<file path="config.mk">
export PLATFORM = sky130hd
export DESIGN_NAME = mrb_addr_unit
export DESIGN_NICKNAME = d
export VERILOG_FILES = /design/src/rtl/mrb_pkg.sv /design/src/rtl/mrb_addr_unit.sv /design/src/rtl/mrb_bit_op.sv /design/src/rtl/mrb_pair_addr.sv
export SDC_FILE = /design/constraint.sdc
export NUM_CORES = 1
export LEC_CHECK = 0
export CAP_MARGIN = 20
export CELL_PAD_IN_SITES_DETAIL_PLACEMENT = 0
export CELL_PAD_IN_SITES_GLOBAL_PLACEMENT = 2
export CORE_MARGIN = 2
export CORE_UTILIZATION = 36
export DETAILED_ROUTE_END_ITERATION = 8
export DONT_BUFFER_PORTS = 1
export PLACE_DENSITY_LB_ADDON = 0.1
export SLEW_MARGIN = 20
export SYNTH_ARGS = -nofsm -noshare
export SYNTH_HDL_FRONTEND = slang
export SYNTH_SLANG_ARGS = --single-unit
</file>
<file path="constraint.sdc">
create_clock -name clk -period 4.7 [get_ports clk]
set_input_delay 0.47 -clock clk [delete_from_list [all_inputs] [get_ports clk]]
set_output_delay 0.47 -clock clk [all_outputs]
set_load 0.02 [all_outputs]
</file>
<file path="src/rtl/mrb_pkg.sv">
// Constants and types for the operand address and register-bit unit.
// Used by every design file except mrb_pair_addr; assumes nothing of its surroundings.
package mrb_pkg;
	// Register byte offsets
	localparam logic [11:0] OFF_CTRL = 12'h000;
	localparam logic [11:0] OFF_STATUS = 12'h004;
	localparam logic [11:0] OFF_MASK = 12'h008;
	localparam logic [11:0] OFF_FAULT = 12'h00C;
	// Field positions
	localparam int CTRL_CIRC_POS = 0;
	localparam int CTRL_AUX_REG_MODE_SELECT_POS = 1;
	localparam int ST_BERR_POS = 0;
	localparam int ST_BREJ_POS = 1;
	localparam int ST_PREJ_POS = 2;
	// Values after reset
	localparam logic [1:0] CTRL_RST = 2'h0;
	localparam logic [2:0] MASK_RST = 3'h0;
	localparam logic [2:0] STATUS_RST = 3'h0;
	localparam logic [22:0] FAULT_RST = 23'h000000;
	// Pointer steps
	localparam logic [15:0] STEP_ONE = 16'h0001;
	localparam logic [15:0] STEP_TWO = 16'h0002;
	// Register widths for bit range checks
	localparam logic [6:0] ACC_BITS = 7'h28;
	localparam logic [6:0] WORD_BITS = 7'h10;

	typedef enum logic [2:0] {
		K_WORD = 3'b000, K_LONG = 3'b001, K_BYTE = 3'b010,
		K_DWR_X = 3'b011, K_DRD_Y = 3'b100, K_COEF = 3'b101,
		K_STACK = 3'b110
	} mrb_kind_e;

	typedef enum logic [2:0] {
		CM_PLAIN = 3'b000, CM_PINC = 3'b001, CM_PDEC = 3'b010,
		CM_K16 = 3'b011, CM_PRE_K16 = 3'b100
	} mrb_cmode_e;

	typedef enum logic [4:0] {
		BF_DIRECT = 5'h00, BF_AR = 5'h01, BF_AR_PINC = 5'h02,
		BF_AR_PDEC = 5'h03, BF_AR_PREINC = 5'h04, BF_AR_PREDEC = 5'h05,
		BF_AR_ADD_T0 = 5'h06, BF_AR_SUB_T0 = 5'h07, BF_AR_IDX_T0 = 5'h08,
		BF_AR_ADD_T0B = 5'h09, BF_AR_SUB_T0B = 5'h0A,
		BF_AR_ADD_T1 = 5'h0B, BF_AR_SUB_T1 = 5'h0C, BF_AR_IDX_T1 = 5'h0D,
		BF_AR_K16 = 5'h0E, BF_AR_PRE_K16 = 5'h0F, BF_AR_K3 = 5'h10,
		BF_CDP = 5'h11, BF_CDP_PINC = 5'h12, BF_CDP_PDEC = 5'h13,
		BF_CDP_K16 = 5'h14, BF_CDP_PRE_K16 = 5'h15, BF_ABS = 5'h16
	} mrb_bform_e;

	typedef enum logic [2:0] {
		BO_TEST = 3'b000, BO_SET = 3'b001, BO_CLR = 3'b010,
		BO_CPL = 3'b011, BO_PAIR = 3'b100
	} mrb_bop_e;

	typedef enum logic [1:0] {
		RC_ACC = 2'b00, RC_AUX = 2'b01, RC_TEMP = 2'b10, RC_OTHER = 2'b11
	} mrb_rcls_e;
endpackage : mrb_pkg

</file>
<file path="src/rtl/mrb_addr_unit.sv">
// Operand address generation, memory-mapped register checks and
// register-bit addressing, with an AHB-Lite register slave.
// Assumes core request inputs are on clk and held for one cycle.
// What this block does
// - Pre-modify: add offset, then form address
// - Long partner address: even plus one, odd minus
// - Offset operand never issued in parallel; one issued in parallel still completes and only sets a status bit
// - Byte access to mapped register raises bus error
// - Dual, coefficient or stack mapped access: bus error
// - Second buses and coefficient bus blocked for registers
// - Faulting instruction results not guaranteed
// - Bit addressing: direct or indirect, never absolute
// - No I/O qualifier with bit operands
// - Direct offset is the bit address
// - Pair test copies two bits to flags
// - Bit ops only on accumulator, aux, temp
// - Mode zero accepts all pointer bit forms except short offset
// - Mode one: restricted forms plus short offset
// - Coefficient pointer bit forms accepted
// - Bit pointer steps one or two
//
// The AHB-Lite interface to the registers and the register offsets were left to the implementer.
`timescale 1ns/1ps
module mrb_addr_unit #(
	parameter logic [15:0] MMR_TOP = 16'h0060
) (
	// Clock and reset
	input wire logic clk,
	input wire logic nrst,
	// AHB-Lite slave
	input wire logic hsel,
	input wire logic [31:0] haddr,
	input wire logic [1:0] htrans,
	input wire logic hwrite,
	input wire logic [2:0] hsize,
	input wire logic hready,
	input wire logic [31:0] hwdata,
	output logic hreadyout,
	output logic hresp,
	output logic [31:0] hrdata,
	// Word access request
	input wire logic acc_req,
	input wire mrb_pkg::mrb_kind_e acc_kind,
	input wire mrb_pkg::mrb_cmode_e acc_mode,
	input wire logic parallel_issue,
	input wire logic [15:0] coef_pointer,
	input wire logic [6:0] coef_pointer_high,
	input wire logic [15:0] coef_circ_base,
	input wire logic [15:0] signed_offset_const,
	// Word access answer
	output logic acc_done,
	output logic [22:0] full_coef_address,
	output logic [22:0] second_address,
	output logic [15:0] coef_pointer_next,
	output logic addr_blocked,
	output logic bus_error_irq,
	// Bit request
	input wire logic bit_req,
	input wire mrb_pkg::mrb_bop_e bit_op,
	input wire mrb_pkg::mrb_bform_e bit_form,
	input wire logic io_qualifier,
	input wire mrb_pkg::mrb_rcls_e target_cls,
	input wire logic [15:0] bit_pointer,
	input wire logic [15:0] bit_index,
	input wire logic [15:0] bit_offset,
	input wire logic [15:0] aux_circ_base,
	input wire logic bit_circ,
	input wire logic [39:0] src_value,
	// Bit answer
	output logic bit_done,
	output logic bit_reject,
	output logic [39:0] bit_result,
	output logic [15:0] bit_pointer_next,
	output logic [15:0] bit_addr_out,
	output logic test_flag_one,
	output logic test_flag_two,
	// Interrupt
	output logic irq
);
	function automatic logic [15:0] rev16(input logic [15:0] v);
		logic [15:0] r;
		for (int i = 0; i < 16; i++) begin
			r[i] = v[15 - i];
		end
		return r;
	endfunction : rev16

	logic [1:0] ctrl_reg, ctrl_next;
	logic [2:0] mask_reg, mask_next;
	logic [2:0] status_reg, status_next;
	logic [22:0] fault_reg, fault_next;
	logic [31:0] hrdata_reg, hrdata_next;
	logic dp_wr_reg, dp_wr_next;
	logic [11:0] dp_addr_reg, dp_addr_next;
	logic ap_take, rd_clr;
	logic berr_ev, brej_ev, prej_ev;
	logic circ_on, aux_reg_mode_select;

	assign circ_on = ctrl_reg[mrb_pkg::CTRL_CIRC_POS];
	assign aux_reg_mode_select = ctrl_reg[mrb_pkg::CTRL_AUX_REG_MODE_SELECT_POS];

	// Word access group
	logic [15:0] cstep, cptr_new, cptr_eff, cptr_base;
	logic [22:0] addr_first, addr_pair;
	logic is_mmr, k16_mode, blk_bus, berr_hit;
	logic acc_done_reg, blocked_reg, berr_reg;
	logic [22:0] fca_reg, sec_reg;
	logic [15:0] cpn_reg;

	mrb_pair_addr #(.W(23)) u_pair (
		.first_addr(addr_first),
		.second_addr(addr_pair)
	);

	always_comb begin
		cstep = (acc_kind == mrb_pkg::K_LONG) ? mrb_pkg::STEP_TWO
			: mrb_pkg::STEP_ONE;
		case (acc_mode)
		mrb_pkg::CM_PINC: cptr_new = coef_pointer + cstep;
		mrb_pkg::CM_PDEC: cptr_new = coef_pointer - cstep;
		mrb_pkg::CM_PRE_K16: cptr_new = coef_pointer + signed_offset_const;
		default: cptr_new = coef_pointer;
		endcase
		cptr_eff = (acc_mode == mrb_pkg::CM_PRE_K16) ? cptr_new
			: coef_pointer;
		cptr_base = circ_on ? coef_circ_base + cptr_eff : cptr_eff;
		if (acc_mode == mrb_pkg::CM_K16) begin
			cptr_base = cptr_base + signed_offset_const;
		end
		addr_first = {coef_pointer_high, cptr_base};
		is_mmr = (addr_first[22:16] == 7'h00) && (addr_first[15:0] < MMR_TOP);
		k16_mode = (acc_mode == mrb_pkg::CM_K16)
			|| (acc_mode == mrb_pkg::CM_PRE_K16);
		// Buses with no path to the register file
		blk_bus = (acc_kind == mrb_pkg::K_DWR_X)
			|| (acc_kind == mrb_pkg::K_DRD_Y)
			|| (acc_kind == mrb_pkg::K_COEF);
		berr_hit = is_mmr && (blk_bus || acc_kind == mrb_pkg::K_BYTE
			|| acc_kind == mrb_pkg::K_STACK);
		berr_ev = acc_req && berr_hit;
		prej_ev = acc_req && k16_mode && parallel_issue;
	end

	// Faulting access still completes; its results are not trusted
	always_ff @(posedge clk or negedge nrst) begin
		if (!nrst) begin
			acc_done_reg <= 1'b0;
			blocked_reg <= 1'b0;
			berr_reg <= 1'b0;
			fca_reg <= 23'h000000;
			sec_reg <= 23'h000000;
			cpn_reg <= 16'h0000;
		end else begin
			acc_done_reg <= acc_req;
			blocked_reg <= acc_req && is_mmr && blk_bus;
			berr_reg <= berr_ev;
			fca_reg <= acc_req ? addr_first : fca_reg;
			sec_reg <= acc_req ? addr_pair : sec_reg;
			cpn_reg <= acc_req ? cptr_new : cpn_reg;
		end
	end

	assign acc_done = acc_done_reg;
	assign full_coef_address = fca_reg;
	assign second_address = sec_reg;
	assign coef_pointer_next = cpn_reg;
	assign addr_blocked = blocked_reg;
	assign bus_error_irq = berr_reg;

	// Bit group
	logic pair, bpre, form_ok, range_ok, bit_ok;
	logic [15:0] bstep, bptr_new, bptr_eff, boff, baddr;
	logic [6:0] wlim, top_bit;
	logic [39:0] bres;
	logic blo, bhi;
	logic bdone_reg, brej_reg, tf1_reg, tf2_reg;
	logic [39:0] bres_reg, src_q;
	logic [15:0] bpn_reg, baddr_reg;

	mrb_bit_op #(.W(40), .IW(6)) u_bit (
		.value(src_value),
		.index(baddr[5:0]),
		.op(bit_op),
		.result(bres),
		.bit_lo(blo),
		.bit_hi(bhi)
	);

	always_comb begin
		pair = (bit_op == mrb_pkg::BO_PAIR);
		bstep = pair ? mrb_pkg::STEP_TWO : mrb_pkg::STEP_ONE;
		bptr_new = bit_pointer;
		bpre = 1'b0;
		boff = 16'h0000;
		case (bit_form)
		mrb_pkg::BF_AR_PINC, mrb_pkg::BF_CDP_PINC:
			bptr_new = bit_pointer + bstep;
		mrb_pkg::BF_AR_PDEC, mrb_pkg::BF_CDP_PDEC:
			bptr_new = bit_pointer - bstep;
		mrb_pkg::BF_AR_PREINC: begin
			bptr_new = bit_pointer + bstep;
			bpre = 1'b1;
		end
		mrb_pkg::BF_AR_PREDEC: begin
			bptr_new = bit_pointer - bstep;
			bpre = 1'b1;
		end
		mrb_pkg::BF_AR_ADD_T0, mrb_pkg::BF_AR_ADD_T1:
			bptr_new = bit_pointer + bit_index;
		mrb_pkg::BF_AR_SUB_T0, mrb_pkg::BF_AR_SUB_T1:
			bptr_new = bit_pointer - bit_index;
		mrb_pkg::BF_AR_IDX_T0, mrb_pkg::BF_AR_IDX_T1:
			boff = bit_index;
		// Reverse-carry add for bit-reversed stepping
		mrb_pkg::BF_AR_ADD_T0B:
			bptr_new = rev16(rev16(bit_pointer) + rev16(bit_index));
		mrb_pkg::BF_AR_SUB_T0B:
			bptr_new = rev16(rev16(bit_pointer)
				+ rev16(16'h0000 - bit_index));
		mrb_pkg::BF_AR_K16, mrb_pkg::BF_CDP_K16:
			boff = bit_offset;
		mrb_pkg::BF_AR_PRE_K16, mrb_pkg::BF_CDP_PRE_K16: begin
			bptr_new = bit_pointer + bit_offset;
			bpre = 1'b1;
		end
		mrb_pkg::BF_AR_K3:
			boff = {13'h0000, bit_offset[2:0]};
		default:
			bptr_new = bit_pointer;
		endcase
		bptr_eff = bpre ? bptr_new : bit_pointer;
		baddr = (bit_circ ? aux_circ_base + bptr_eff : bptr_eff)
			+ boff;
		if (bit_form == mrb_pkg::BF_DIRECT) begin
			baddr = bit_offset;
		end
		case (bit_form)
		mrb_pkg::BF_AR_K3:
			form_ok = aux_reg_mode_select;
		mrb_pkg::BF_AR_PREINC, mrb_pkg::BF_AR_PREDEC,
		mrb_pkg::BF_AR_ADD_T0B, mrb_pkg::BF_AR_SUB_T0B,
		mrb_pkg::BF_AR_ADD_T1, mrb_pkg::BF_AR_SUB_T1,
		mrb_pkg::BF_AR_IDX_T1:
			form_ok = !aux_reg_mode_select;
		mrb_pkg::BF_ABS:
			form_ok = 1'b0;
		default:
			form_ok = 1'b1;
		endcase
		wlim = (target_cls == mrb_pkg::RC_ACC) ? mrb_pkg::ACC_BITS
			: mrb_pkg::WORD_BITS;
		top_bit = {1'b0, baddr[5:0]} + (pair ? 7'h01 : 7'h00);
		range_ok = (baddr[15:6] == 10'h000) && (top_bit < wlim);
		// Pointer must already hold the bit number
		bit_ok = form_ok && !io_qualifier
			&& (target_cls != mrb_pkg::RC_OTHER)
			&& range_ok
			&& (bit_op inside {mrb_pkg::BO_TEST, mrb_pkg::BO_SET,
			mrb_pkg::BO_CLR, mrb_pkg::BO_CPL, mrb_pkg::BO_PAIR});
		brej_ev = bit_req && !bit_ok;
	end

	always_ff @(posedge clk or negedge nrst) begin
		if (!nrst) begin
			bdone_reg <= 1'b0;
			brej_reg <= 1'b0;
			tf1_reg <= 1'b0;
			tf2_reg <= 1'b0;
			bres_reg <= 40'h0000000000;
			src_q <= 40'h0000000000;
			bpn_reg <= 16'h0000;
			baddr_reg <= 16'h0000;
		end else begin
			bdone_reg <= bit_req && bit_ok;
			brej_reg <= brej_ev;
			if (bit_req && bit_ok) begin
				bres_reg <= bres;
				src_q <= src_value;
				bpn_reg <= bptr_new;
				baddr_reg <= baddr;
				if (bit_op == mrb_pkg::BO_TEST || pair) begin
					tf1_reg <= blo;
				end
				if (pair) begin
					tf2_reg <= bhi;
				end
			end
		end
	end

	assign bit_done = bdone_reg;
	assign bit_reject = brej_reg;
	assign bit_result = bres_reg;
	assign bit_pointer_next = bpn_reg;
	assign bit_addr_out = baddr_reg;
	assign test_flag_one = tf1_reg;
	assign test_flag_two = tf2_reg;

	// Register slave group, zero wait states
	assign ap_take = hsel && htrans[1] && hready;

	always_comb begin
		dp_wr_next = ap_take && hwrite;
		dp_addr_next = ap_take ? haddr[11:0] : dp_addr_reg;
		ctrl_next = ctrl_reg;
		mask_next = mask_reg;
		if (dp_wr_reg && dp_addr_reg == mrb_pkg::OFF_CTRL) begin
			ctrl_next = hwdata[1:0];
		end
		if (dp_wr_reg && dp_addr_reg == mrb_pkg::OFF_MASK) begin
			mask_next = hwdata[2:0];
		end
		rd_clr = ap_take && !hwrite && haddr[11:0] == mrb_pkg::OFF_STATUS;
		// New event wins over the read that clears
		status_next = (rd_clr ? mrb_pkg::STATUS_RST : status_reg)
			| {prej_ev, brej_ev, berr_ev};
		fault_next = berr_ev ? addr_first : fault_reg;
		hrdata_next = hrdata_reg;
		// Reads see a write still in its data phase
		if (ap_take && !hwrite) begin
			case (haddr[11:0])
			mrb_pkg::OFF_CTRL: hrdata_next = {30'h00000000, ctrl_next};
			mrb_pkg::OFF_STATUS: hrdata_next = {29'h00000000, status_reg};
			mrb_pkg::OFF_MASK: hrdata_next = {29'h00000000, mask_next};
			mrb_pkg::OFF_FAULT: hrdata_next = {9'h000, fault_reg};
			default: hrdata_next = 32'h00000000;
			endcase
		end
	end

	always_ff @(posedge clk or negedge nrst) begin
		if (!nrst) begin
			ctrl_reg <= mrb_pkg::CTRL_RST;
			mask_reg <= mrb_pkg::MASK_RST;
			status_reg <= mrb_pkg::STATUS_RST;
			fault_reg <= mrb_pkg::FAULT_RST;
			hrdata_reg <= 32'h00000000;
			dp_wr_reg <= 1'b0;
			dp_addr_reg <= 12'h000;
		end else begin
			ctrl_reg <= ctrl_next;
			mask_reg <= mask_next;
			status_reg <= status_next;
			fault_reg <= fault_next;
			hrdata_reg <= hrdata_next;
			dp_wr_reg <= dp_wr_next;
			dp_addr_reg <= dp_addr_next;
		end
	end

	assign hreadyout = 1'b1;
	assign hresp = 1'b0;
	assign hrdata = hrdata_reg;
	assign irq = |(status_reg & mask_reg);

	// Checks
	a_pre_k16_addr: assert property (@(posedge clk) disable iff (!nrst)
		acc_req && acc_mode == mrb_pkg::CM_PRE_K16 && !circ_on |=>
		fca_reg[15:0] == $past(coef_pointer) + $past(signed_offset_const)
		&& cpn_reg == fca_reg[15:0])
		else $error("pre-modify address wrong");
	a_long_pair: assert property (@(posedge clk) disable iff (!nrst)
		acc_done |-> second_address == (full_coef_address ^ 23'h000001))
		else $error("long partner address wrong");
	a_par_offset: assert property (@(posedge clk) disable iff (!nrst)
		acc_req && parallel_issue && acc_mode == mrb_pkg::CM_K16 |=>
		status_reg[mrb_pkg::ST_PREJ_POS])
		else $error("parallel offset operand not flagged");
	a_byte_mmr: assert property (@(posedge clk) disable iff (!nrst)
		acc_req && acc_kind == mrb_pkg::K_BYTE && is_mmr |=>
		bus_error_irq && status_reg[mrb_pkg::ST_BERR_POS])
		else $error("byte access to register not faulted");
	a_bus_block: assert property (@(posedge clk) disable iff (!nrst)
		acc_req && blk_bus && is_mmr |=> addr_blocked && bus_error_irq
		##1 !bus_error_irq || $past(berr_ev))
		else $error("blocked bus reached a register");
	a_stack_mmr: assert property (@(posedge clk) disable iff (!nrst)
		acc_req && acc_kind == mrb_pkg::K_STACK && is_mmr |=>
		bus_error_irq && !addr_blocked)
		else $error("stack access to register not faulted");
	a_abs_io_rej: assert property (@(posedge clk) disable iff (!nrst)
		bit_req && (bit_form == mrb_pkg::BF_ABS || io_qualifier) |=>
		bit_reject && !bit_done)
		else $error("absolute or I/O bit operand accepted");
	a_direct_set: assert property (@(posedge clk) disable iff (!nrst)
		(bit_req && bit_form == mrb_pkg::BF_DIRECT
		&& bit_op == mrb_pkg::BO_SET) ##1 bit_done |->
		bit_result == (src_q | (40'h0000000001 << bit_addr_out[5:0]))
		&& bit_addr_out == $past(bit_offset))
		else $error("direct bit set wrong");
	a_pair_flags: assert property (@(posedge clk) disable iff (!nrst)
		(bit_req && bit_op == mrb_pkg::BO_PAIR) ##1 bit_done |->
		test_flag_one == src_q[bit_addr_out[5:0]]
		&& test_flag_two == src_q[bit_addr_out[5:0] + 6'h01])
		else $error("pair test flags wrong");
	a_target_cls: assert property (@(posedge clk) disable iff (!nrst)
		bit_req && target_cls == mrb_pkg::RC_OTHER |=> bit_reject)
		else $error("bit op on other register accepted");
	a_mode_forms: assert property (@(posedge clk) disable iff (!nrst)
		bit_req && ((aux_reg_mode_select && bit_form == mrb_pkg::BF_AR_PREINC)
		|| (!aux_reg_mode_select && bit_form == mrb_pkg::BF_AR_K3)) |=> bit_reject)
		else $error("bit form illegal in this mode");
	a_pair_step: assert property (@(posedge clk) disable iff (!nrst)
		(bit_req && bit_form inside {mrb_pkg::BF_AR_PINC,
		mrb_pkg::BF_CDP_PINC} && bit_op == mrb_pkg::BO_PAIR)
		##1 bit_done |->
		bit_pointer_next == $past(bit_pointer) + 16'h0002)
		else $error("pair step not two");
endmodule : mrb_addr_unit

</file>
<file path="src/rtl/mrb_bit_op.sv">
// Single-bit and bit-pair operation on one register value.
// Combinational; index range is checked by the caller.
`timescale 1ns/1ps
module mrb_bit_op #(
	parameter int W = 40,
	parameter int IW = 6
) (
	// Operand
	input wire logic [W-1:0] value,
	input wire logic [IW-1:0] index,
	input wire mrb_pkg::mrb_bop_e op,
	// Results
	output logic [W-1:0] result,
	output logic bit_lo,
	output logic bit_hi
);
	logic [W-1:0] sel;
	logic [W-1:0] sh;

	assign sel = {{(W-1){1'b0}}, 1'b1} << index;
	// Shift keeps the upper read in range at the top bit
	assign sh = value >> index;
	assign bit_lo = sh[0];
	assign bit_hi = sh[1];

	always_comb begin
		case (op)
		mrb_pkg::BO_SET: result = value | sel;
		mrb_pkg::BO_CLR: result = value & ~sel;
		mrb_pkg::BO_CPL: result = value ^ sel;
		default: result = value;
		endcase
	end
endmodule : mrb_bit_op

</file>
<file path="src/rtl/mrb_pair_addr.sv">
// Second word address of a long-word access.
// Purely combinational; the caller registers the result.
`timescale 1ns/1ps
module mrb_pair_addr #(
	parameter int W = 23
) (
	// First word address
	input wire logic [W-1:0] first_addr,
	// Partner word address
	output logic [W-1:0] second_addr
);
	// Even goes up, odd goes down: the pair never straddles alignment
	assign second_addr = first_addr[0] ? first_addr - W'(1)
		: first_addr + W'(1);
endmodule : mrb_pair_addr

</file>
==> impl_metrics.toml <==
[flow_run]
drv_cap = 0

[routing]
viasPerCell = 5.47
num_vias = 20653
wl_um = 82300
antenna_left = 0
dr.pass1.iters = 6
drt_iter0_markers = 965
post_drt_wl_per_cell_um = 21.8
drc = 0

[die]
die_h_um = 244
core.rowCount = 88
core-area_mm2 = 0.0574
io_pins = 430
start_util_pct = 36.2
dieArea_mm2 = 0.0596
die_w_um = 244

[yosys]
netlist_area_mm2 = 0.0208
synth_adder_area_share_pct = 14.4
async_reset_ff_share_pct = 100
synth-edff-count = 0
synthMuxAreaShare_pct = 13.3
postSynthAreaPerCell_um2 = 8.75
synth_cells = 2374
yosys.area_share.xor_xnor_pct = 5.48
yosysUniqueCellTypes = 86
ys.warnings.count = 0
synth_seq_cells = 208
yosys.area_share.simple_pct = 13.8
ys_seq_area_share_pct = 25.1
synth_top_family_by_area = "compound AO/OA/AOI/OAI gates"
synth-compound-area-share_pct = 22.7
synthFlopType = "dfrtp_1"

[critical_path]
cp-end-kind = "register"
crit_start = "bit_index[1]"
r2r_slack_ns = -0.14
cp.required_ns = 5.16
cpPeakStageDelay_ns = 0.39
path_max_fanout = 6
cpMaxStageDelayCell = "or3_4"
critPathLaunchType = "input port"
r2r_start = "ctrl_reg[0]"
path_class = "input port to register"
arrival_ns = 8.11

[timing]
fmax_mhz = 131
post-route-period-util_pct = 163
worst_pin_slew_ns = 1.12
final_max_slew_viol_count = 0
period_needed_ns = 7.66
hold_violations = 208
worst_slack_ns = -2.96
rsz0062_at_grt = "true"
whs_ns = -0.409
skew_ns = 0.0124
maxSlewHeadroom_pct = 25.4
setup_viol = 130

[global_route]
grt_pass1_wl_um = 124000
grt_antenna_before_repair = 4
grt_max_degree = 209
grtUsageTotal_pct = 26.5
grt_pass1_vias = 21000
grt_overflow_total = 0

[placement]
dp_hpwl_um = 62600
place_area_mm2 = 0.0264
place_ws_ns = -3.94
gp_congestion = 0.905
numPortBuffers = 0

[cts]
clock_path_buffers = 3
htreeDepth = 1
cts-root-buf = "clkbuf_16"
clock_latency_ns = 0.58
cts_tree = "done"
clock_sinks = 208
clk_pin_slew_ns = 0.06
tritoncts.num_buffers = 26
hold_buffers = 3

[cells_and_area]
largest_reg_flops = 40
nets = 3476
fin_util_pct = 52.4
fin_area_mm2 = 0.0300
area_growth_pct = 44.6
drive_gt1_share_pct = 39.2

[power]
power_density_mw_per_mm2 = 338
p_leak_nw = 14.4
finalPower_mw = 10.1
peakVddDrop_mv = 0.431

[run_status]
outcome = "finished with violations"
violations = "negative hold slack, negative setup slack"

[worst_hold_path]
min_path_type = "input port to asynchronous set/reset pin"
[cells by family (layout without fill, tap and decap cells)]
| logic type | count (synthesis) | after routing |
|---|---|---|
| compound gates | 698 | 698 |
| xor+xnor | 130 | 130 |
| mux | 251 | 251 |
| flops | 208 | 208 |
| fa+ha+maj | 234 | 234 |
| buf+inv | 267 | 889 |
| simple gates | 584 | 584 |
| other cells | 2 | 14 |
[cells in the final DEF (no fill, tap or decap), types with 13 or more instances in the layout]
cell       synthesis  routed
a211oi_1          33      22
nand2_1          175     165
nor4_1            16      13
a221oi_1          25      20
mux2i_1          117     109
dfrtp_1          208     208
o21a_1            19      18
o21ai_1            7      19
mux2_2           124      86
nand2b_1          26      22
ha_4               0      35
a21oi_1          145     104
xor2_1            54      51
o211ai_1          20      20
a22o_1            41      40
a22oi_1           46      45
nor3_1            49      32
a21oi_2            0      32
buf_4             17     624
nor3_2             1      14
o21ai_0          122      83
xnor2_1           76      62
inv_1            137     130
mux2_4             0      41
nand4_1           14      14
o22ai_1           48      44
a21o_1            66      66
nor2_1           135     122
o21ai_2            0      25
buf_6              2      58
nor2b_1           29      26
clkbuf_16          0      28
ha_1             226     190
nand3_1           38      36
[synthesized netlist by cell type (23+ instances only)]
cell	n	share of area (%)
o22ai_1	48	1.4
a221oi_1	25	1.1
mux2i_1	117	5.6
a21o_1	66	2.4
nand2_1	175	3.2
ha_1	226	14
xor2_1	54	2.3
a22oi_1	46	1.7
nand2b_1	26	0.78
nor2b_1	29	0.87
a22o_1	41	1.7
xnor2_1	76	3.2
mux2_2	124	6.7
nor3_1	49	1.2
nand3_1	38	0.92
inv_1	137	2.5
a21oi_1	145	3.5
and2_1	23	0.69
dfrtp_1	208	25
a211oi_1	33	1.2
o21ai_0	122	2.9
nor2_1	135	2.4
clkbuf_1	92	1.7
[worst paths after layout]
path / endpoint / depth (start not counted)
max: bit_pointer_next[13] / 40
min: bit_pointer_next[3] / 0
max reg2reg: second_address[21] / 22
min reg2reg: hrdata[14] / 1
max in group asynchronous: full_coef_address[16] / 0
min in group clk: dp_addr_reg[11] / 1
[routing by layer]
| metal | share of wire (%) | global-route usage, % |
|---|---|---|
| met1 | 40 | 31.3 |
| met5 | 0.045 | 0 |
| met3 | 7.3 | 7.63 |
| met4 | 3.2 | 7.96 |
| met2 | 49 | 46.3 |
[per-stage QoR]
stage / cells / setup TNS (ns)
floorplan: 2383 / -324.33
global placement: 3605 / -415.51
finish: 3773 / -294.94
CTS: 3745 / -283.32
global route: 3770 / -332.10
detailed placement: 3605 / -428.39
[cell type report]
class,count,area (um^2)
clock inverter,12,155
multi-input combinational,1908,16600
inverter,137,556
tap,765,957
sequential,208,5200
clock buffer,33,737
timing repair buffer,707,5850
antenna,3,7.51
fill,5323,27300
[critical path: cells and delay by family]
kind,cells,cell delay (ns)
AO/OA/AOI/OAI,18,3.02
XOR/XNOR,5,0.81
adder cells (fa/ha/maj),4,0.77
buffers and inverters,4,0.50
multiplexers,3,0.91
AND/OR/NAND/NOR,6,1.60
[report_power, final]
group,internal [mW],switching [mW]
sequential,2.00,0.421
combinational,3.04,2.55
clock,1.27,0.858
[timing repair]
action,CTS,global route
pin swaps,90,112
buffers inserted,90,34
endpoints found under the hold margin,228,208
resized for setup,203,150
endpoints found under the setup margin,134,133
cloned,7,2
(Power assumes the default switching activity.)
